===== config.mk =====
export PLATFORM = sky130hd
export DESIGN_NAME = asc_alarm_sender
export DESIGN_NICKNAME = d
export VERILOG_FILES = /design/src/design/asc_pkg.sv /design/src/design/asc_alarm_sender.sv
export SDC_FILE = /design/constraint.sdc
export NUM_CORES = 1
export LEC_CHECK = 0
export ABC_AREA = 1
export BUFFER_PORTS_ARGS = -buffer_cell sky130_fd_sc_hd__buf_2
export CAP_MARGIN = 10
export CORE_UTILIZATION = 45
export CTS_BUF_LIST = sky130_fd_sc_hd__clkbuf_16
export CTS_CLUSTER_SIZE = 24
export DETAILED_ROUTE_END_ITERATION = 8
export PLACE_DENSITY = 0.72
export SLEW_MARGIN = 20
export SYNTH_ARGS = -nofsm -noshare
export SYNTH_HDL_FRONTEND = slang
export SYNTH_SLANG_ARGS = --single-unit
export TNS_END_PERCENT = 30

===== constraint.sdc =====
create_clock -name CLK -period 48.2 [get_ports CLK]
set_clock_uncertainty 0.05 [all_clocks]
set_input_delay 4.82 -clock CLK [delete_from_list [all_inputs] [get_ports CLK]]
set_output_delay 4.82 -clock CLK [all_outputs]
set_load 0.02 [all_outputs]

===== src/design/asc_pkg.sv =====
// Package for the alarm sending controller
package asc_pkg;

   // Register byte offsets on the APB
   localparam logic [7:0] OFS_CTRL   = 8'h00;
   localparam logic [7:0] OFS_TONE   = 8'h04;
   localparam logic [7:0] OFS_TIMER  = 8'h08;
   localparam logic [7:0] OFS_CLASS0 = 8'h0C;
   localparam logic [7:0] OFS_CLASS1 = 8'h10;
   localparam logic [7:0] OFS_CLASS2 = 8'h14;
   localparam logic [7:0] OFS_STATUS = 8'h18;
   localparam logic [7:0] OFS_SCANLO = 8'h1C;
   localparam logic [7:0] OFS_SCANHI = 8'h20;

   // Control register field positions
   localparam int CTRL_SEND_EN   = 0;
   localparam int CTRL_EQUAL_OPT = 1;
   localparam int CTRL_COTS_OPT  = 2;
   localparam int CTRL_KEEP_OPT  = 3;
   localparam int CTRL_TELEM     = 4;
   localparam int CTRL_EXCL_LSB  = 5;
   localparam int CTRL_DEDICATED = 8;
   localparam int CTRL_WIDTH     = 9;

   // Timer register field positions and limits
   localparam int          TMR_ANS_LSB  = 0;
   localparam int          TMR_CHK_LSB  = 8;
   localparam int          TMR_DLY_LSB  = 16;
   localparam logic [7:0]  MAX_ANS_S    = 8'd155;
   localparam logic [7:0]  MAX_CHK_S    = 8'd155;
   localparam logic [11:0] MAX_DLY_S    = 12'd3600;
   localparam logic [31:0] TIMER_RESET  = 32'h0000_3C3C;
   localparam logic [31:0] TONE_RESET   = 32'h0009_8101;

   // Scan point layout, numbered from one
   localparam int NUM_SCAN     = 64;
   localparam int FIRST_CUST   = 22;
   localparam int LAST_CUST    = 63;
   localparam int FIRST_TELEM  = 60;
   localparam int ACK_POINT    = 64;

   // One second timebase
   localparam longint TICK_PERIOD_NS = 1_000_000_000;
   localparam longint CLK_PERIOD_NS  = 5;
   localparam int     TICK_CYCLES_DFLT = int'(TICK_PERIOD_NS / CLK_PERIOD_NS);

   // Alarm classes in rank order
   typedef enum logic [1:0] {
      CLS_NONE  = 2'b00,
      CLS_MINOR = 2'b01,
      CLS_MAJOR = 2'b10,
      CLS_CAT   = 2'b11
   } asc_class_e;

   // Tone codes for sending and checking
   typedef enum logic [3:0] {
      TONE_SILENCE = 4'h0,
      TONE_BUSY    = 4'h1,
      TONE_SVC_HI  = 4'h2,
      TONE_SVC_LO  = 4'h3,
      TONE_CONT_RB = 4'h4,
      TONE_HIGH    = 4'h5,
      TONE_LOW     = 4'h6,
      TONE_OVERFLOW_TONE    = 4'h7,
      TONE_CODE1   = 4'h8,
      TONE_CODE2   = 4'h9
   } asc_tone_e;

   // Sending sequence states
   typedef enum logic [2:0] {
      ST_IDLE    = 3'b000,
      ST_DELAY   = 3'b001,
      ST_RING    = 3'b010,
      ST_WAITCHK = 3'b011,
      ST_HOLD    = 3'b100,
      ST_RELEASE = 3'b101
   } asc_state_e;

   // Checking call request from call processing
   typedef struct packed {
      logic req;
      logic from_alarm_trunk;
      logic classmark;
   } asc_check_req_s;

endpackage : asc_pkg


===== src/design/asc_alarm_sender.sv =====
// Alarm sending and checking controller with APB register access
//
// How it works
// Software enable switches alarm sending on/off.
// With no alarm, any alarm engages sending.
// Existing alarm: only higher (or equal) class.
// Seize dedicated or one-way trunk, apply tone.
// Sending tone picked from seven choices.
// Tone holds until clear or checking dial.
// No answer in time: release, seize another.
// No check dial after answer: seize another.
// Each class can be excluded from sending.
// Optional delay up to sixty minutes first.
// Checking call hears highest active class tone.
// Four assignable checking tones with defaults.
// Checking call releases sending unless kept.
// Only alarm operator or classmark; else intercept.
// Sixty-four scan inputs, numbered from one.
// Points 1-21, 64 fixed; 22-63 assignable.
// Telemetry fixes 60-63, leaving thirty-eight.
// Closed contact means alarm, open none.
// Point 64 is the acknowledge indication.
// Classes ranked none, minor, major, catastrophic.
// Intervals timed from a one-second tick.
//
// The address map and the APB interface to the registers are this design's own decisions.
`timescale 1ns/100ps
`default_nettype none

module asc_alarm_sender #(
   parameter int TICK_CYCLES = asc_pkg::TICK_CYCLES_DFLT,
   parameter int TRUNK_COUNT = 4,
   parameter int TRUNK_W     = 2
) (
   input  wire logic                   CLK,
   input  wire logic                   RST_N,
   input  wire logic                   PSEL,
   input  wire logic                   PENABLE,
   input  wire logic                   PWRITE,
   input  wire logic [7:0]             PADDR,
   input  wire logic [31:0]            PWDATA,
   output var  logic [31:0]            PRDATA,
   output var  logic                   PREADY,
   output var  logic                   PSLVERR,
   input  wire logic [63:0]            ALARM_SCAN,
   input  wire logic                   TRUNK_ANSWER,
   input  wire asc_pkg::asc_check_req_s CHECK_IN,
   output var  logic                   TRUNK_SEIZE,
   output var  logic                   TRUNK_DEDICATED,
   output var  logic [TRUNK_W-1:0]     TRUNK_SELECT,
   output var  logic                   TONE_ON,
   output var  logic [3:0]             TONE_CODE,
   output var  logic                   CHECK_CONNECT,
   output var  logic                   CHECK_INTERCEPT,
   output var  logic [3:0]             CHECK_TONE,
   output var  logic                   ACK_IND
);

   // Parameters the logic cannot serve are refused
   if (TICK_CYCLES < 1) begin : g_bad_tick
      $error("TICK_CYCLES must be at least one");
   end
   if (TRUNK_COUNT < 2 || TRUNK_COUNT > (1 << TRUNK_W)) begin : g_bad_trunk
      $error("TRUNK_COUNT must be 2 to 2**TRUNK_W");
   end

   // Class of a fixed point, by its number
   function automatic logic [1:0] fixed_class(input int num);
      case (num)
         1, 5, 6, 10, 11:    fixed_class = asc_pkg::CLS_MAJOR;
         4:                  fixed_class = asc_pkg::CLS_CAT;
         2, 9, 12, 13, 16,
         17, 18, 19, 20, 21: fixed_class = asc_pkg::CLS_MINOR;
         default:            fixed_class = asc_pkg::CLS_NONE;
      endcase
   endfunction : fixed_class

   // Class excluded from sending
   function automatic logic excluded(input logic [1:0] cls, input logic [2:0] excl);
      excluded = (cls == asc_pkg::CLS_NONE) || excl[cls - 2'd1];
   endfunction : excluded

   // Registers
   logic [asc_pkg::CTRL_WIDTH-1:0] ctrl_reg;
   logic [31:0]                    tone_reg;
   logic [31:0]                    timer_reg;
   logic [31:0]                    class_reg [3];
   logic [63:0]                    scan_meta_reg;
   logic [63:0]                    scan_reg;
   logic [63:0]                    scan_prev_reg;
   logic [31:0]                    tick_cnt_reg;
   logic                           tick_reg;
   logic [11:0]                    sec_cnt_reg;
   logic [1:0]                     sent_class_reg;
   logic [TRUNK_W-1:0]             trunk_reg;
   asc_pkg::asc_state_e            state_reg;
   asc_pkg::asc_state_e            state_next;

   // Decoded control fields
   logic                           send_en;
   logic                           equal_opt;
   logic                           cots_opt;
   logic                           keep_opt;
   logic                           telem;
   logic [2:0]                     excl;
   logic [7:0]                     ans_s;
   logic [7:0]                     chk_s;
   logic [11:0]                    dly_s;

   assign send_en   = ctrl_reg[asc_pkg::CTRL_SEND_EN];
   assign equal_opt = ctrl_reg[asc_pkg::CTRL_EQUAL_OPT];
   assign cots_opt  = ctrl_reg[asc_pkg::CTRL_COTS_OPT];
   assign keep_opt  = ctrl_reg[asc_pkg::CTRL_KEEP_OPT];
   assign telem     = ctrl_reg[asc_pkg::CTRL_TELEM];
   assign excl      = ctrl_reg[asc_pkg::CTRL_EXCL_LSB +: 3];
   assign ans_s     = timer_reg[asc_pkg::TMR_ANS_LSB +: 8];
   assign chk_s     = timer_reg[asc_pkg::TMR_CHK_LSB +: 8];
   assign dly_s     = timer_reg[asc_pkg::TMR_DLY_LSB +: 12];

   // Scan inputs are contact pins, so two flops before use
   always_ff @(posedge CLK or negedge RST_N) begin
      if (!RST_N) begin
         scan_meta_reg <= 64'h0;
         scan_reg      <= 64'h0;
         scan_prev_reg <= 64'h0;
      end else begin
         scan_meta_reg <= ALARM_SCAN;
         scan_reg      <= scan_meta_reg;
         scan_prev_reg <= scan_reg;
      end
   end

   // Per-point class, highest active class and best new alarm
   logic [1:0] pt_class [64];
   logic [1:0] highest;
   logic [1:0] highest_q;
   logic [1:0] new_class;

   always_comb begin
      highest   = asc_pkg::CLS_NONE;
      highest_q = asc_pkg::CLS_NONE;
      new_class = asc_pkg::CLS_NONE;
      for (int i = 0; i < asc_pkg::NUM_SCAN; i++) begin
         // Bit i is point i+1; assignable points read their class field
         if (i + 1 >= asc_pkg::FIRST_CUST && i + 1 <= asc_pkg::LAST_CUST &&
             !(telem && i + 1 >= asc_pkg::FIRST_TELEM)) begin
            pt_class[i] = class_reg[(i + 1 - asc_pkg::FIRST_CUST) / 16]
                          [2 * ((i + 1 - asc_pkg::FIRST_CUST) % 16) +: 2];
         end else begin
            pt_class[i] = fixed_class(i + 1);
         end
         if (scan_reg[i] && pt_class[i] > highest) begin
            highest = pt_class[i];
         end
         if (scan_reg[i] && !excluded(pt_class[i], excl) && pt_class[i] > highest_q) begin
            highest_q = pt_class[i];
         end
         if (scan_reg[i] && !scan_prev_reg[i] && !excluded(pt_class[i], excl) &&
             pt_class[i] > new_class) begin
            new_class = pt_class[i];
         end
      end
   end

   // Engage on a higher new alarm, or equal by option
   logic trigger;
   assign trigger = send_en && (new_class != asc_pkg::CLS_NONE) &&
                    ((sent_class_reg == asc_pkg::CLS_NONE) ||
                     (new_class > sent_class_reg) ||
                     (equal_opt && new_class == sent_class_reg));

   // One-second tick from the system clock
   always_ff @(posedge CLK or negedge RST_N) begin
      if (!RST_N) begin
         tick_cnt_reg <= 32'h0;
         tick_reg     <= 1'b0;
      end else if (tick_cnt_reg == 32'(TICK_CYCLES - 1)) begin
         tick_cnt_reg <= 32'h0;
         tick_reg     <= 1'b1;
      end else begin
         tick_cnt_reg <= tick_cnt_reg + 32'h1;
         tick_reg     <= 1'b0;
      end
   end

   // Checking calls: signalled operator or classmark line
   logic check_ok;
   logic check_from_op;
   assign check_from_op = CHECK_IN.from_alarm_trunk &&
                          (state_reg == asc_pkg::ST_WAITCHK || state_reg == asc_pkg::ST_HOLD);
   assign check_ok = CHECK_IN.req && (CHECK_IN.classmark || check_from_op);

   logic seconds_up;
   assign seconds_up = tick_reg && (sec_cnt_reg <= 12'h1);

   // Sending sequence
   always_comb begin
      state_next = state_reg;
      case (state_reg)
         asc_pkg::ST_IDLE: begin
            if (trigger) begin
               state_next = (dly_s == 12'h0) ? asc_pkg::ST_RING : asc_pkg::ST_DELAY;
            end
         end
         asc_pkg::ST_DELAY: begin
            if (seconds_up) begin
               state_next = asc_pkg::ST_RING;
            end
         end
         asc_pkg::ST_RING: begin
            if (TRUNK_ANSWER) begin
               state_next = asc_pkg::ST_WAITCHK;
            end else if (seconds_up) begin
               state_next = asc_pkg::ST_RELEASE;
            end
         end
         asc_pkg::ST_WAITCHK: begin
            if (check_ok && check_from_op) begin
               state_next = keep_opt ? asc_pkg::ST_HOLD : asc_pkg::ST_IDLE;
            end else if (seconds_up) begin
               state_next = asc_pkg::ST_RELEASE;
            end
         end
         asc_pkg::ST_HOLD:    state_next = asc_pkg::ST_HOLD;
         asc_pkg::ST_RELEASE: state_next = asc_pkg::ST_RING;
         default:             state_next = asc_pkg::ST_IDLE;
      endcase
      // Cancel or a cleared alarm ends sending from anywhere
      if (!send_en || highest_q == asc_pkg::CLS_NONE) begin
         state_next = asc_pkg::ST_IDLE;
      end
   end

   always_ff @(posedge CLK or negedge RST_N) begin
      if (!RST_N) begin
         state_reg <= asc_pkg::ST_IDLE;
      end else begin
         state_reg <= state_next;
      end
   end

   // Seconds counter reloads on each timed state entry
   always_ff @(posedge CLK or negedge RST_N) begin
      if (!RST_N) begin
         sec_cnt_reg <= 12'h0;
      end else if (state_next != state_reg) begin
         case (state_next)
            asc_pkg::ST_DELAY:   sec_cnt_reg <= dly_s;
            asc_pkg::ST_RING:    sec_cnt_reg <= {4'h0, ans_s};
            asc_pkg::ST_WAITCHK: sec_cnt_reg <= {4'h0, chk_s};
            default:             sec_cnt_reg <= 12'h0;
         endcase
      end else if (tick_reg && sec_cnt_reg != 12'h0) begin
         sec_cnt_reg <= sec_cnt_reg - 12'h1;
      end
   end

   // Reported class: raised by each higher new alarm, cleared with the alarm
   always_ff @(posedge CLK or negedge RST_N) begin
      if (!RST_N) begin
         sent_class_reg <= asc_pkg::CLS_NONE;
      end else if (!send_en || highest_q == asc_pkg::CLS_NONE) begin
         sent_class_reg <= asc_pkg::CLS_NONE;
      end else if (trigger && new_class > sent_class_reg) begin
         sent_class_reg <= new_class;
      end
   end

   // Next trunk after each release
   always_ff @(posedge CLK or negedge RST_N) begin
      if (!RST_N) begin
         trunk_reg <= '0;
      end else if (state_reg == asc_pkg::ST_RELEASE) begin
         trunk_reg <= (trunk_reg == TRUNK_W'(TRUNK_COUNT - 1)) ? '0
                      : trunk_reg + TRUNK_W'(1);
      end
   end

   // Trunk and tone outputs; seizure carries no digits, only tone
   always_ff @(posedge CLK or negedge RST_N) begin
      if (!RST_N) begin
         TRUNK_SEIZE     <= 1'b0;
         TRUNK_DEDICATED <= 1'b0;
         TRUNK_SELECT    <= '0;
         TONE_ON         <= 1'b0;
         TONE_CODE       <= asc_pkg::TONE_SILENCE;
      end else begin
         TRUNK_SEIZE     <= state_next == asc_pkg::ST_RING ||
                            state_next == asc_pkg::ST_WAITCHK ||
                            state_next == asc_pkg::ST_HOLD;
         TRUNK_DEDICATED <= ctrl_reg[asc_pkg::CTRL_DEDICATED];
         TRUNK_SELECT    <= (state_reg == asc_pkg::ST_RELEASE) ?
                            ((trunk_reg == TRUNK_W'(TRUNK_COUNT - 1)) ? '0
                             : trunk_reg + TRUNK_W'(1)) : trunk_reg;
         TONE_ON         <= state_next == asc_pkg::ST_RING ||
                            state_next == asc_pkg::ST_WAITCHK ||
                            (state_next == asc_pkg::ST_HOLD && !cots_opt);
         TONE_CODE       <= tone_reg[3:0];
      end
   end

   // Checking call answer: connect with class tone or intercept
   logic [3:0] class_tone;
   always_comb begin
      case (highest)
         asc_pkg::CLS_CAT:   class_tone = tone_reg[7:4];
         asc_pkg::CLS_MAJOR: class_tone = tone_reg[11:8];
         asc_pkg::CLS_MINOR: class_tone = tone_reg[15:12];
         default:            class_tone = tone_reg[19:16];
      endcase
   end

   always_ff @(posedge CLK or negedge RST_N) begin
      if (!RST_N) begin
         CHECK_CONNECT   <= 1'b0;
         CHECK_INTERCEPT <= 1'b0;
         CHECK_TONE      <= asc_pkg::TONE_SILENCE;
         ACK_IND         <= 1'b0;
      end else begin
         CHECK_CONNECT   <= check_ok;
         CHECK_INTERCEPT <= CHECK_IN.req && !check_ok;
         if (check_ok) begin
            CHECK_TONE <= class_tone;
         end
         ACK_IND <= scan_reg[asc_pkg::ACK_POINT - 1];
      end
   end

   // APB: one wait state, registered answer
   logic       apb_access;
   logic       addr_ok;
   logic [31:0] rd_data;
   assign apb_access = PSEL && PENABLE && !PREADY;

   always_comb begin
      addr_ok = 1'b1;
      rd_data = 32'h0;
      case (PADDR)
         asc_pkg::OFS_CTRL:   rd_data = {{(32 - asc_pkg::CTRL_WIDTH){1'b0}}, ctrl_reg};
         asc_pkg::OFS_TONE:   rd_data = tone_reg;
         asc_pkg::OFS_TIMER:  rd_data = timer_reg;
         asc_pkg::OFS_CLASS0: rd_data = class_reg[0];
         asc_pkg::OFS_CLASS1: rd_data = class_reg[1];
         asc_pkg::OFS_CLASS2: rd_data = class_reg[2];
         asc_pkg::OFS_STATUS: rd_data = {16'h0, 8'(trunk_reg), ACK_IND, state_reg,
                                         sent_class_reg, highest};
         asc_pkg::OFS_SCANLO: rd_data = scan_reg[31:0];
         asc_pkg::OFS_SCANHI: rd_data = scan_reg[63:32];
         default:             addr_ok = 1'b0;
      endcase
   end

   always_ff @(posedge CLK or negedge RST_N) begin
      if (!RST_N) begin
         PREADY  <= 1'b0;
         PSLVERR <= 1'b0;
         PRDATA  <= 32'h0;
      end else begin
         PREADY  <= apb_access;
         PSLVERR <= apb_access && !addr_ok;
         PRDATA  <= (apb_access && !PWRITE && addr_ok) ? rd_data : 32'h0;
      end
   end

   // Writes land at the edge where the master sees ready; intervals saturate
   logic wr;
   assign wr = PSEL && PENABLE && PREADY && PWRITE;

   always_ff @(posedge CLK or negedge RST_N) begin
      if (!RST_N) begin
         ctrl_reg  <= '0;
         tone_reg  <= asc_pkg::TONE_RESET;
         timer_reg <= asc_pkg::TIMER_RESET;
         class_reg <= '{default: 32'h0};
      end else if (wr) begin
         case (PADDR)
            asc_pkg::OFS_CTRL:   ctrl_reg <= PWDATA[asc_pkg::CTRL_WIDTH-1:0];
            asc_pkg::OFS_TONE: begin
               // Sending tone limited to the seven choices, busy by fallback
               tone_reg[31:4] <= {12'h0, PWDATA[19:4]};
               tone_reg[3:0]  <= (PWDATA[3:0] >= asc_pkg::TONE_BUSY &&
                                  PWDATA[3:0] <= asc_pkg::TONE_OVERFLOW_TONE) ?
                                 PWDATA[3:0] : asc_pkg::TONE_BUSY;
            end
            asc_pkg::OFS_TIMER: begin
               timer_reg[7:0]   <= (PWDATA[7:0] > asc_pkg::MAX_ANS_S) ?
                                   asc_pkg::MAX_ANS_S : PWDATA[7:0];
               timer_reg[15:8]  <= (PWDATA[15:8] > asc_pkg::MAX_CHK_S) ?
                                   asc_pkg::MAX_CHK_S : PWDATA[15:8];
               timer_reg[27:16] <= (PWDATA[27:16] > asc_pkg::MAX_DLY_S) ?
                                   asc_pkg::MAX_DLY_S : PWDATA[27:16];
               timer_reg[31:28] <= 4'h0;
            end
            asc_pkg::OFS_CLASS0: class_reg[0] <= PWDATA;
            asc_pkg::OFS_CLASS1: class_reg[1] <= PWDATA;
            asc_pkg::OFS_CLASS2: class_reg[2] <= {12'h0, PWDATA[19:0]};
            default: ;
         endcase
      end
   end

endmodule : asc_alarm_sender

`default_nettype wire


== Word level (Yosys, flattened, before mapping) ==
Index checks and enable logic that the tools add are counted.

* Input bits: 113
* Register bits: 432
* Word-level logic and storage cells: 1,201
* Latch bits: 0
* Bits in writable memories: 0
* ROM bits: 0
* Memories: 0

* Multiplexer cells: 293
* Divide/modulo/power cells: 0
* Add/subtract/negate cells: 45
* Equality and inequality tests: 24
* Reduce and logical (&&, ||, !) cells: 587
* Bitwise operators: 0
* Order comparisons: 226
* Shift-type cells: 0
* Multiply operators: 0

{| class="wikitable"
|+ Operator list
! kind !! number
|-
| two-way mux 2 bit || 188
|-
| logical AND 1 bit || 370
|-
| case mux 32 bit (9 select lines) || 1
|-
| > comparator 2 bit || 127
|-
| < comparator 2 x 3 -> 1 bit, second input constant || 42
|-
| logical NOT 1 bit || 109
|-
| logical NOT 2 bit || 44
|-
| binary-select mux 1 bit (select 2 bit) || 42
|-
| subtractor 2 x 1 -> 2 bit, second input constant || 42
|-
| > comparator 1 x 2 -> 1 bit, first input constant || 36
|-
| two-way mux 32 bit || 2
|-
| logical OR 1 bit || 50
|-
| two-way mux 1 bit || 44
|-
| two-way mux 12 bit || 3
|-
| case mux 12 bit (3 select lines) || 1
|-
| adder 32 x 1 -> 32 bit, second input constant || 1
|-
| == test 32 x 28 -> 1 bit, second input constant || 1
|-
| == test 8 x 5 -> 1 bit, second input constant || 4
|-
| > comparator 2 bit, first input constant || 15
|-
| two-way mux 3 bit || 7
|-
| case mux 3 bit (6 select lines) || 1
|-
| == test 8 x 4 -> 1 bit, second input constant || 2
|-
| > comparator 8 bit, second input constant || 2
|-
| two-way mux 8 bit || 2
|-
| other kinds (24) || 39
|}

== Longest topological paths before layout ==
Gate-level depths: netlist of run 1.

* Depth in word-level cells: 192
* Mapped depth: 314

== Worst setup path after synthesis of run 1 ==
Ideal clock, no wire load.

* Path kind: reg2reg
* Start point: reg ctrl_reg[7] (netlist name)
* End point: reg sec_cnt_reg[2]
* Period minus slack after synthesis: 38.918 ns
* Setup time: 0.126 ns
* Path slack: 9.282 ns
* Arrival: 38.743 ns
* Cell stages (with the launch flop): 294
* Buffers on the path: 1
* Data required time: 48.024 ns
* Cell sequence: dfrtp_1 inv_2 nand2_1 or2_1 nand2_1 inv_1 ha_1 nand2_1 nand2_1 nor2_1 nand3_1 nand3_2 nand2_1 ha_1 inv_1 nor2_1 o21ai_0 nor2_1 [... 258 more ...] inv_1 ha_1 inv_1 nor2_1 nor2_1 a21oi_1 a311oi_1 nor2_1 nand3_1 nand2_1 nand2_2 nand2_4 nand3_1 nand2_4 nand3_2 buf_6 nor2_2 a21oi_2

* Word-level cells in the longest chain between the ends: 179
* Elaborated cells on any way between the ends: 609
* Classes of those cells: order compare: 111; eq/ne: 5; mux: 201; reduce/logical: 292

{| class="wikitable"
|+ RTL lines
! element !! RTL line !! RTL
|-
| start: declaration || asc_alarm_sender.sv:84 || <nowiki>logic [asc_pkg::CTRL_WIDTH-1:0] ctrl_reg;</nowiki>
|-
| start signal: assignment || asc_alarm_sender.sv:377 || <nowiki>asc_pkg::OFS_CTRL: ctrl_reg <= PWDATA[asc_pkg::CTRL_WIDTH-1:0];</nowiki>
|-
| logical NOT 1 bit || asc_alarm_sender.sv:155, asc_alarm_sender.sv:158 ||
|-
| logical AND 1 bit (2 in a row) || asc_alarm_sender.sv:158 || <nowiki>if (scan_reg[i] && !scan_prev_reg[i] && !excluded(pt_class[i], excl) &&</nowiki>
|-
| two-way mux 2 bit || asc_alarm_sender.sv:158 ||
|-
| > comparator 2 bit || asc_alarm_sender.sv:159 || <nowiki>pt_class[i] > new_class) begin</nowiki>
|-
| logical AND 1 bit || asc_alarm_sender.sv:158 ||
|-
| two-way mux 2 bit || asc_alarm_sender.sv:158 ||
|-
| > comparator 2 bit || asc_alarm_sender.sv:159 ||
|-
| logical AND 1 bit || asc_alarm_sender.sv:158 ||
|-
| [... 162 more ...] || - ||
|-
| logical OR 1 bit || asc_alarm_sender.sv:169 || <nowiki>(new_class > sent_class_reg) ||</nowiki>
|-
| logical AND 1 bit || asc_alarm_sender.sv:167 || <nowiki>assign trigger = send_en && (new_class != asc_pkg::CLS_NONE) &&</nowiki>
|-
| two-way mux 3 bit || asc_alarm_sender.sv:201 || <nowiki>if (trigger) begin</nowiki>
|-
| case mux 3 bit (6 select lines) || asc_alarm_sender.sv:199 || <nowiki>case (state_reg)</nowiki>
|-
| two-way mux 3 bit (*) || asc_alarm_sender.sv:229 || <nowiki>if (!send_en || highest_q == asc_pkg::CLS_NONE) begin</nowiki>
|-
| == test 3 x 2 -> 1 bit / == test 3 x 1 -> 1 bit (equally long branches) || asc_alarm_sender.sv:247 || <nowiki>case (state_next)</nowiki>
|-
| case mux 12 bit (3 select lines) || asc_alarm_sender.sv:247 ||
|-
| two-way mux 12 bit || asc_alarm_sender.sv:246 || <nowiki>end else if (state_next != state_reg) begin</nowiki>
|-
| end signal: assignment || asc_alarm_sender.sv:248 || <nowiki>asc_pkg::ST_DELAY: sec_cnt_reg <= dly_s;</nowiki>
|-
| end signal: assignment || asc_alarm_sender.sv:249 || <nowiki>asc_pkg::ST_RING: sec_cnt_reg <= {4'h0, ans_s};</nowiki>
|-
| end signal: assignment || asc_alarm_sender.sv:250 || <nowiki>asc_pkg::ST_WAITCHK: sec_cnt_reg <= {4'h0, chk_s};</nowiki>
|-
| end: declaration || asc_alarm_sender.sv:93 || <nowiki>logic [11:0] sec_cnt_reg;</nowiki>
|}

Mark *: on every way between the ends. The rest lies on a longest branch, timed or not. The select of a mux whose other input is x is not followed.
A chain may end at the register's enable or synchronous reset.

== Worst setup path in the final report of run 1 ==
* Start point: reg ctrl_reg[5] (netlist name)
* End point: reg sec_cnt_reg[10]

* Word-level cells in the longest chain between the ends: 182
* Elaborated cells on any way between the ends: 633
* Classes of those cells: order compare: 113; eq/ne: 5; mux: 203; reduce/logical: 312

{| class="wikitable"
|+ RTL lines
! element !! RTL line
|-
| logical NOT 1 bit || asc_alarm_sender.sv:155, asc_alarm_sender.sv:158
|-
| logical AND 1 bit (2 in a row) || asc_alarm_sender.sv:158
|-
| two-way mux 2 bit || asc_alarm_sender.sv:158
|-
| > comparator 2 bit || asc_alarm_sender.sv:159
|-
| logical AND 1 bit || asc_alarm_sender.sv:158
|-
| two-way mux 2 bit || asc_alarm_sender.sv:158
|-
| > comparator 2 bit || asc_alarm_sender.sv:159
|-
| logical AND 1 bit || asc_alarm_sender.sv:158
|-
| [... 165 more ...] || -
|-
| logical OR 1 bit || asc_alarm_sender.sv:169
|-
| logical AND 1 bit || asc_alarm_sender.sv:167
|-
| two-way mux 3 bit || asc_alarm_sender.sv:201
|-
| case mux 3 bit (6 select lines) || asc_alarm_sender.sv:199
|-
| two-way mux 3 bit (*) || asc_alarm_sender.sv:229
|-
| == test 3 x 2 -> 1 bit / == test 3 x 1 -> 1 bit (equally long branches) || asc_alarm_sender.sv:247
|-
| case mux 12 bit (3 select lines) || asc_alarm_sender.sv:247
|-
| two-way mux 12 bit || asc_alarm_sender.sv:246
|}

Marks and branches as above.

==> results of run 1 <==
## repair_timing
| item | 4_1_cts | 5_1_grt |
|---|---|---|
| gates resized for setup | 0 | 2 |
| hold endpoints to repair | 0 | 0 |
| setup buffers | 0 | 3 |
| setup endpoints to repair | 0 | 12 |
## worst paths after layout
path / to / cells after the start
max in group asynchronous: scan_meta_reg[60] / 3
max reg2reg: sec_cnt_reg[10] / 295
min: scan_reg[47] / 0
min in group asynchronous: scan_reg[29] / 1
min reg2reg: scan_reg[47] / 0
max: sec_cnt_reg[10] / 295
## worst max-delay path: cells and delay by family (launching register included)
| family | cells | cell delay (ns) |
|---|---|---|
| DFF | 1 | 0.50 |
| and+or+nand+nor | 166 | 24.36 |
| AOI/OAI and AO/OA | 17 | 2.31 |
| adders and majority gates | 42 | 11.33 |
| buffers and inverters | 70 | 4.89 |
## cell families (layout without fill, tap and decap cells)
| kind of cell | Yosys count | after routing | share of synthesized area |
|---|---|---|---|
| xor gates and xnor gates | 19 | 19 | 0.00605 |
| buffers and inverters | 628 | 824 | 0.0878 |
| and+or+nand+nor | 1654 | 1654 | 0.267 |
| other | 0 | 4 | 0 |
| DFF | 427 | 427 | 0.389 |
| adders and majority gates | 275 | 275 | 0.124 |
| AOI/OAI and AO/OA | 597 | 597 | 0.126 |
## placed cells by master, fill, tap and decap left out, types with 9 or more instances in the layout
cell	count
nand2_1	788
inv_1	546
dfrtp_1	413
nand3_1	287
nor2_1	265
ha_1	261
o21ai_0	206
a21oi_1	188
buf_2	161
nor3_1	99
and2_1	86
clkbuf_16	49
nor4_1	45
o22ai_1	43
o21ai_1	28
a221oi_1	26
a21oi_2	23
buf_4	21
o211ai_1	19
clkinv_1	15
nand4_1	15
nand3_2	14
maj3_1	14
xor2_1	14
dfstp_2	13
nand2_2	12
a31oi_1	11
nand3b_1	10
o31ai_1	10
nor2_2	9
## layout make-up
cell class	instances	area, um^2	area share
timing repair buffer	184	998	0.0324
tap	782	978	0.0318
antenna	4	10.0	0.000325
sequential	427	10700	0.347
multi-input combinational	2545	14400	0.468
clock buffer	49	1230	0.0398
clock inverter	38	404	0.0131
inverter	553	2080	0.0674
## metal layers
metal / track usage / part of all wire / up-vias
li1: - / - / 12200
met1: 0.390 / 0.42 / 11800
met2: 0.430 / 0.42 / 1191
met3: 0.0778 / 0.11 / 285
met4: 0.159 / 0.059 / 6
met5: 0.00309 / 0.00051 / -
## stage by stage
step           cell area (um^2)  instances   util  hold WS, ns  setup slack [ns]
6_report                  30800       4582  0.510        0.292              4.63
5_1_grt                   30800       4579  0.510        0.301            0.0432
4_1_cts                   30700       4575  0.509        0.294              4.81
3_5_place_dp              29100       4488  0.482        0.285              4.99
3_3_place_gp              29100       4488  0.482        0.282              5.44
2_1_floorplan             27500       3600      -        0.281              9.28
==> metrics.yaml, run 1 <==
status: "complete, no violations"
synth_nets: 3974
ys_types: 62
slowest_delay_ns: 0.50
start_util: 0.455
ys_top_cells_by_count: "nand2_1 (790), inv_1 (541), dfrtp_1 (414)"
endpoint_kind: "flip-flop"
grt_pass1_vias: 24000
largest_reg_flops: 84
netlist_area_um2: 27500
die_area_um2: 62100
critPathLaunch: "ctrl_reg[5]"
cpMostUsedCell: "nand2_1"
dr.first_iter.drc_count: 2670
crit_arrival_ns: 44.00
fp.dieW_um: 249
drive_gt1_frac: 0.0956
antenna_found_initial: 5
drcViolationCount: 0
min-delay-start: "scan_meta_reg[47]"
timing.rr.start: "ctrl_reg[5]"
worstPathMaxFanout: 30
final-setup-viol-count: 0
clock-root-buffer: "clkbuf_16"
r2r_setup_slack_ns: 4.63
synth_ff_type: "dfrtp_1"
syn-instance-count: 3600
synth_edf_count: 0
yosys_warnings: 0
fmax_ghz: 0.0230
io_pins: 163
finalWirelength_um: 90600
io_buffers: 162
gp_congestion: 1.02
period_needed_ns: 43.57
syn_avg_cell_area_um2: 7.64
wire_per_inst_um: 19.8
worst_pin_slew_ns: 0.963
syn2layout_area_growth_pct: 12.0
first_pass_iters: 6
overflow: 0
synthArstFlopShare: 1.00
clock_path_buffers: 3
relSlewSlack: 0.358
finalSetupTns_ns: 0
finalCritPeriodShare: 0.904
numCtsBuffers: 48
path_clk_slew_ns: 0.06
clk_latency_ns: 0.60
synth_top_area_cell: "dfrtp_1"
drv_slew: 0
ys_ff_latch: 427
cts_hold_buf: 0
rsz0062_at_grt: "false"
dp_hpwl_um: 68700
worstPathRequired_ns: 48.63
cap_violations: 0
die_height_um: 249
hold_viol_final: 0
setup.worst_path.class: "flip-flop to flip-flop"
synth.top_cell.area_share: 0.377
synth_most_common_cell: "nand2_1"
start_kind: "flip-flop"
n_fill_cell: 5852
htreeDepth: 2
hp-class: "flip-flop to flip-flop"
viasPerCell: 5.57
critical-path-slowest-cell: "dfrtp_2"
ys_top_cells_by_area: "dfrtp_1 (38%), ha_1 (12%), nand2_1 (11%)"
grt_max_degree: 103
num_rows: 90
grt_pass1_wl_um: 140000
vias: 25500
ant_nets: 0
core_area_um2: 60400
grt_use_total: 0.292
nets: 4133
cts_tree: "done"
synth-seq-area-share: 0.389
cts_sinks: 427
Power of run 1 is not shown: default switching activity piles up to over one toggle a cycle in this logic, so the estimate is an artifact.
==> run 2: changes to the inputs <==
--- a/config.mk
+++ b/config.mk
@@ -8,11 +8,14 @@
 export ABC_AREA = 1
 export BUFFER_PORTS_ARGS = -buffer_cell sky130_fd_sc_hd__buf_2
 export CAP_MARGIN = 10
-export CORE_UTILIZATION = 45
+export CELL_PAD_IN_SITES_DETAIL_PLACEMENT = 1
+export CELL_PAD_IN_SITES_GLOBAL_PLACEMENT = 2
+export CORE_ASPECT_RATIO = 0.8
+export CORE_UTILIZATION = 37
 export CTS_BUF_LIST = sky130_fd_sc_hd__clkbuf_16
 export CTS_CLUSTER_SIZE = 24
 export DETAILED_ROUTE_END_ITERATION = 8
-export PLACE_DENSITY = 0.72
+export PLACE_DENSITY = 0.91
 export SLEW_MARGIN = 20
 export SYNTH_ARGS = -nofsm -noshare
 export SYNTH_HDL_FRONTEND = slang
==> run 2 against run 1 <==
Compared with the run above: the flow now finishes with violations (design-rule violations); critical path type unchanged; highest routed layer unchanged; worst hold slack better by 0.0024 ns; global-route usage down 1.1 points; largest cell class unchanged; register-to-register slack worse by 0.49 ns; routed wire length increased by 16%; die area rose by 21%.
==> metrics.yaml, run 2 (synthesis results as in run 1) <==
status: "finished, violations left"
violations: "design-rule violations"
ant_nets: 0  # unchanged
grt_max_degree: 109  # +5.8%
start_kind: "flip-flop"
gp_congestion: 0.980  # -3.5%
layout.cells.most_common_list: "nand2_1 (788), inv_1 (542), dfrtp_1 (413), nand3_1 (287)"
start_util: 0.373  # -0.0820
cts_hold_buf: 0  # unchanged
clk_latency_ns: 0.64  # +0.04 ns
finalSetupTns_ns: 0  # unchanged
critical-path-slowest-cell: "dfrtp_2"
first_pass_iters: 9  # +3
slowest_delay_ns: 0.41  # -0.09 ns
cts_tree: "done"
relSlewSlack: 0.279  # -0.0782
drv_slew: 0  # unchanged
drive_gt1_frac: 0.105  # +0.00907
grt_pass1_vias: 26200  # +9.0%
io_pins: 163  # unchanged
hp-class: "flip-flop to flip-flop"
die_area_um2: 75400  # +21%
fmax_ghz: 0.0227  # -1.1%
period_needed_ns: 44.06  # +0.491 ns
finalWirelength_um: 105000  # +16%
clock-root-buffer: "clkbuf_16"
finalCritPeriodShare: 0.914  # +0.0102
vias: 26300  # +2.9%
worstPathMaxFanout: 35  # +17%
dr.first_iter.drc_count: 2374  # -11%
overflow: 0  # unchanged
hold_viol_final: 0  # unchanged
syn2layout_area_growth_pct: 13.8
cap_violations: 0  # unchanged
utilization: 0.425  # -0.0853
hold_path_depth: 0  # unchanged
worst_pin_slew_ns: 1.08  # +0.116 ns
final-setup-viol-count: 0  # unchanged
r2r_cells: 294  # -0.34%
cpMostUsedCell: "nand2_1"
endpoint_kind: "flip-flop"
htreeDepth: 2  # unchanged
wire_per_inst_um: 21.9  # +11%
dp_hpwl_um: 81500  # +19%
worstPathRequired_ns: 48.67  # +0.04 ns
num_rows: 89  # -1.1%
die_height_um: 246  # -1.3%
grt_pass1_wl_um: 161000  # +15%
path_clk_slew_ns: 0.07  # about the same
fp.dieW_um: 307  # +23%
antenna_found_initial: 14  # +9
setup.worst_path.class: "flip-flop to flip-flop"
io_buffers: 162  # unchanged
crit_arrival_ns: 44.52  # +0.52 ns
nets: 4144  # +0.27%
largest_reg_flops: 84  # unchanged
numCtsBuffers: 49  # +2.1%
grt_use_total: 0.281  # -0.0110
drcViolationCount: 5  # +5
layout_commonest_cell: "nand2_1"
core_area_um2: 73600  # +22%
viasPerCell: 5.46  # -2.0%
clock_path_buffers: 3  # unchanged
cts_sinks: 427  # unchanged
==> run 2: final cells by class <==
cell class | count | area (um^2)
antenna | 2 | 5.00
fill | 9120 | 42300
tap | 1001 | 1250
clock buffer | 49 | 1230
sequential | 427 | 10700
clock inverter | 43 | 459
timing repair buffer | 194 | 1080
inverter | 553 | 2080
multi-input combinational | 2545 | 14500
==> run 2: per-layer routing <==
metal / global-route usage / vias to the layer above / part of all wire
met2: 0.415 / 983 / 0.41
met1: 0.404 / 12900 / 0.46
met5: 0 / - / 0.00037
met4: 0.0890 / 6 / 0.033
met3: 0.0630 / 196 / 0.089
li1: - / 12200 / -
==> run 2: path summary, 6_finish.rpt <==
kind	from	end	slack, ns
max	ctrl_reg[5]	sec_cnt_reg[8]	4.14
min	scan_meta_reg[15]	scan_reg[15]	0.29
max reg2reg	ctrl_reg[5]	sec_cnt_reg[8]	4.14
min reg2reg	scan_meta_reg[15]	scan_reg[15]	0.29
max in group asynchronous	RST_N	scan_reg[9]	41.54
min in group asynchronous	RST_N	tick_cnt_reg[15]	4.23
==> run 2: metrics by stage <==
stage	cell area (um^2)	instances	worst slack [ns]	hold WS, ns
finish	31300	4814	4.14	0.294
global route	31300	4812	-0.0375	0.306
CTS	31100	4806	3.02	0.296
detailed placement	29400	4714	3.49	0.286
global placement	29400	4714	4.71	0.282
floorplan	27500	3600	9.28	0.281
==> run 2: timing repair <==
item / CTS / global route
buffers inserted: 0 / 6
resized for setup: 0 / 23
setup endpoints to repair: 0 / 19
==> run 2: critical path, delay by kind of cell (launching register included) <==
family | cells | cell delay [ns]
and+or+nand+nor | 188 | 20.23
DFF | 1 | 0.41
adders and majority gates | 57 | 16.46
buffers and inverters | 17 | 1.19
AOI/OAI and AO/OA | 32 | 5.58
Power of run 2 is left out for the same reason.
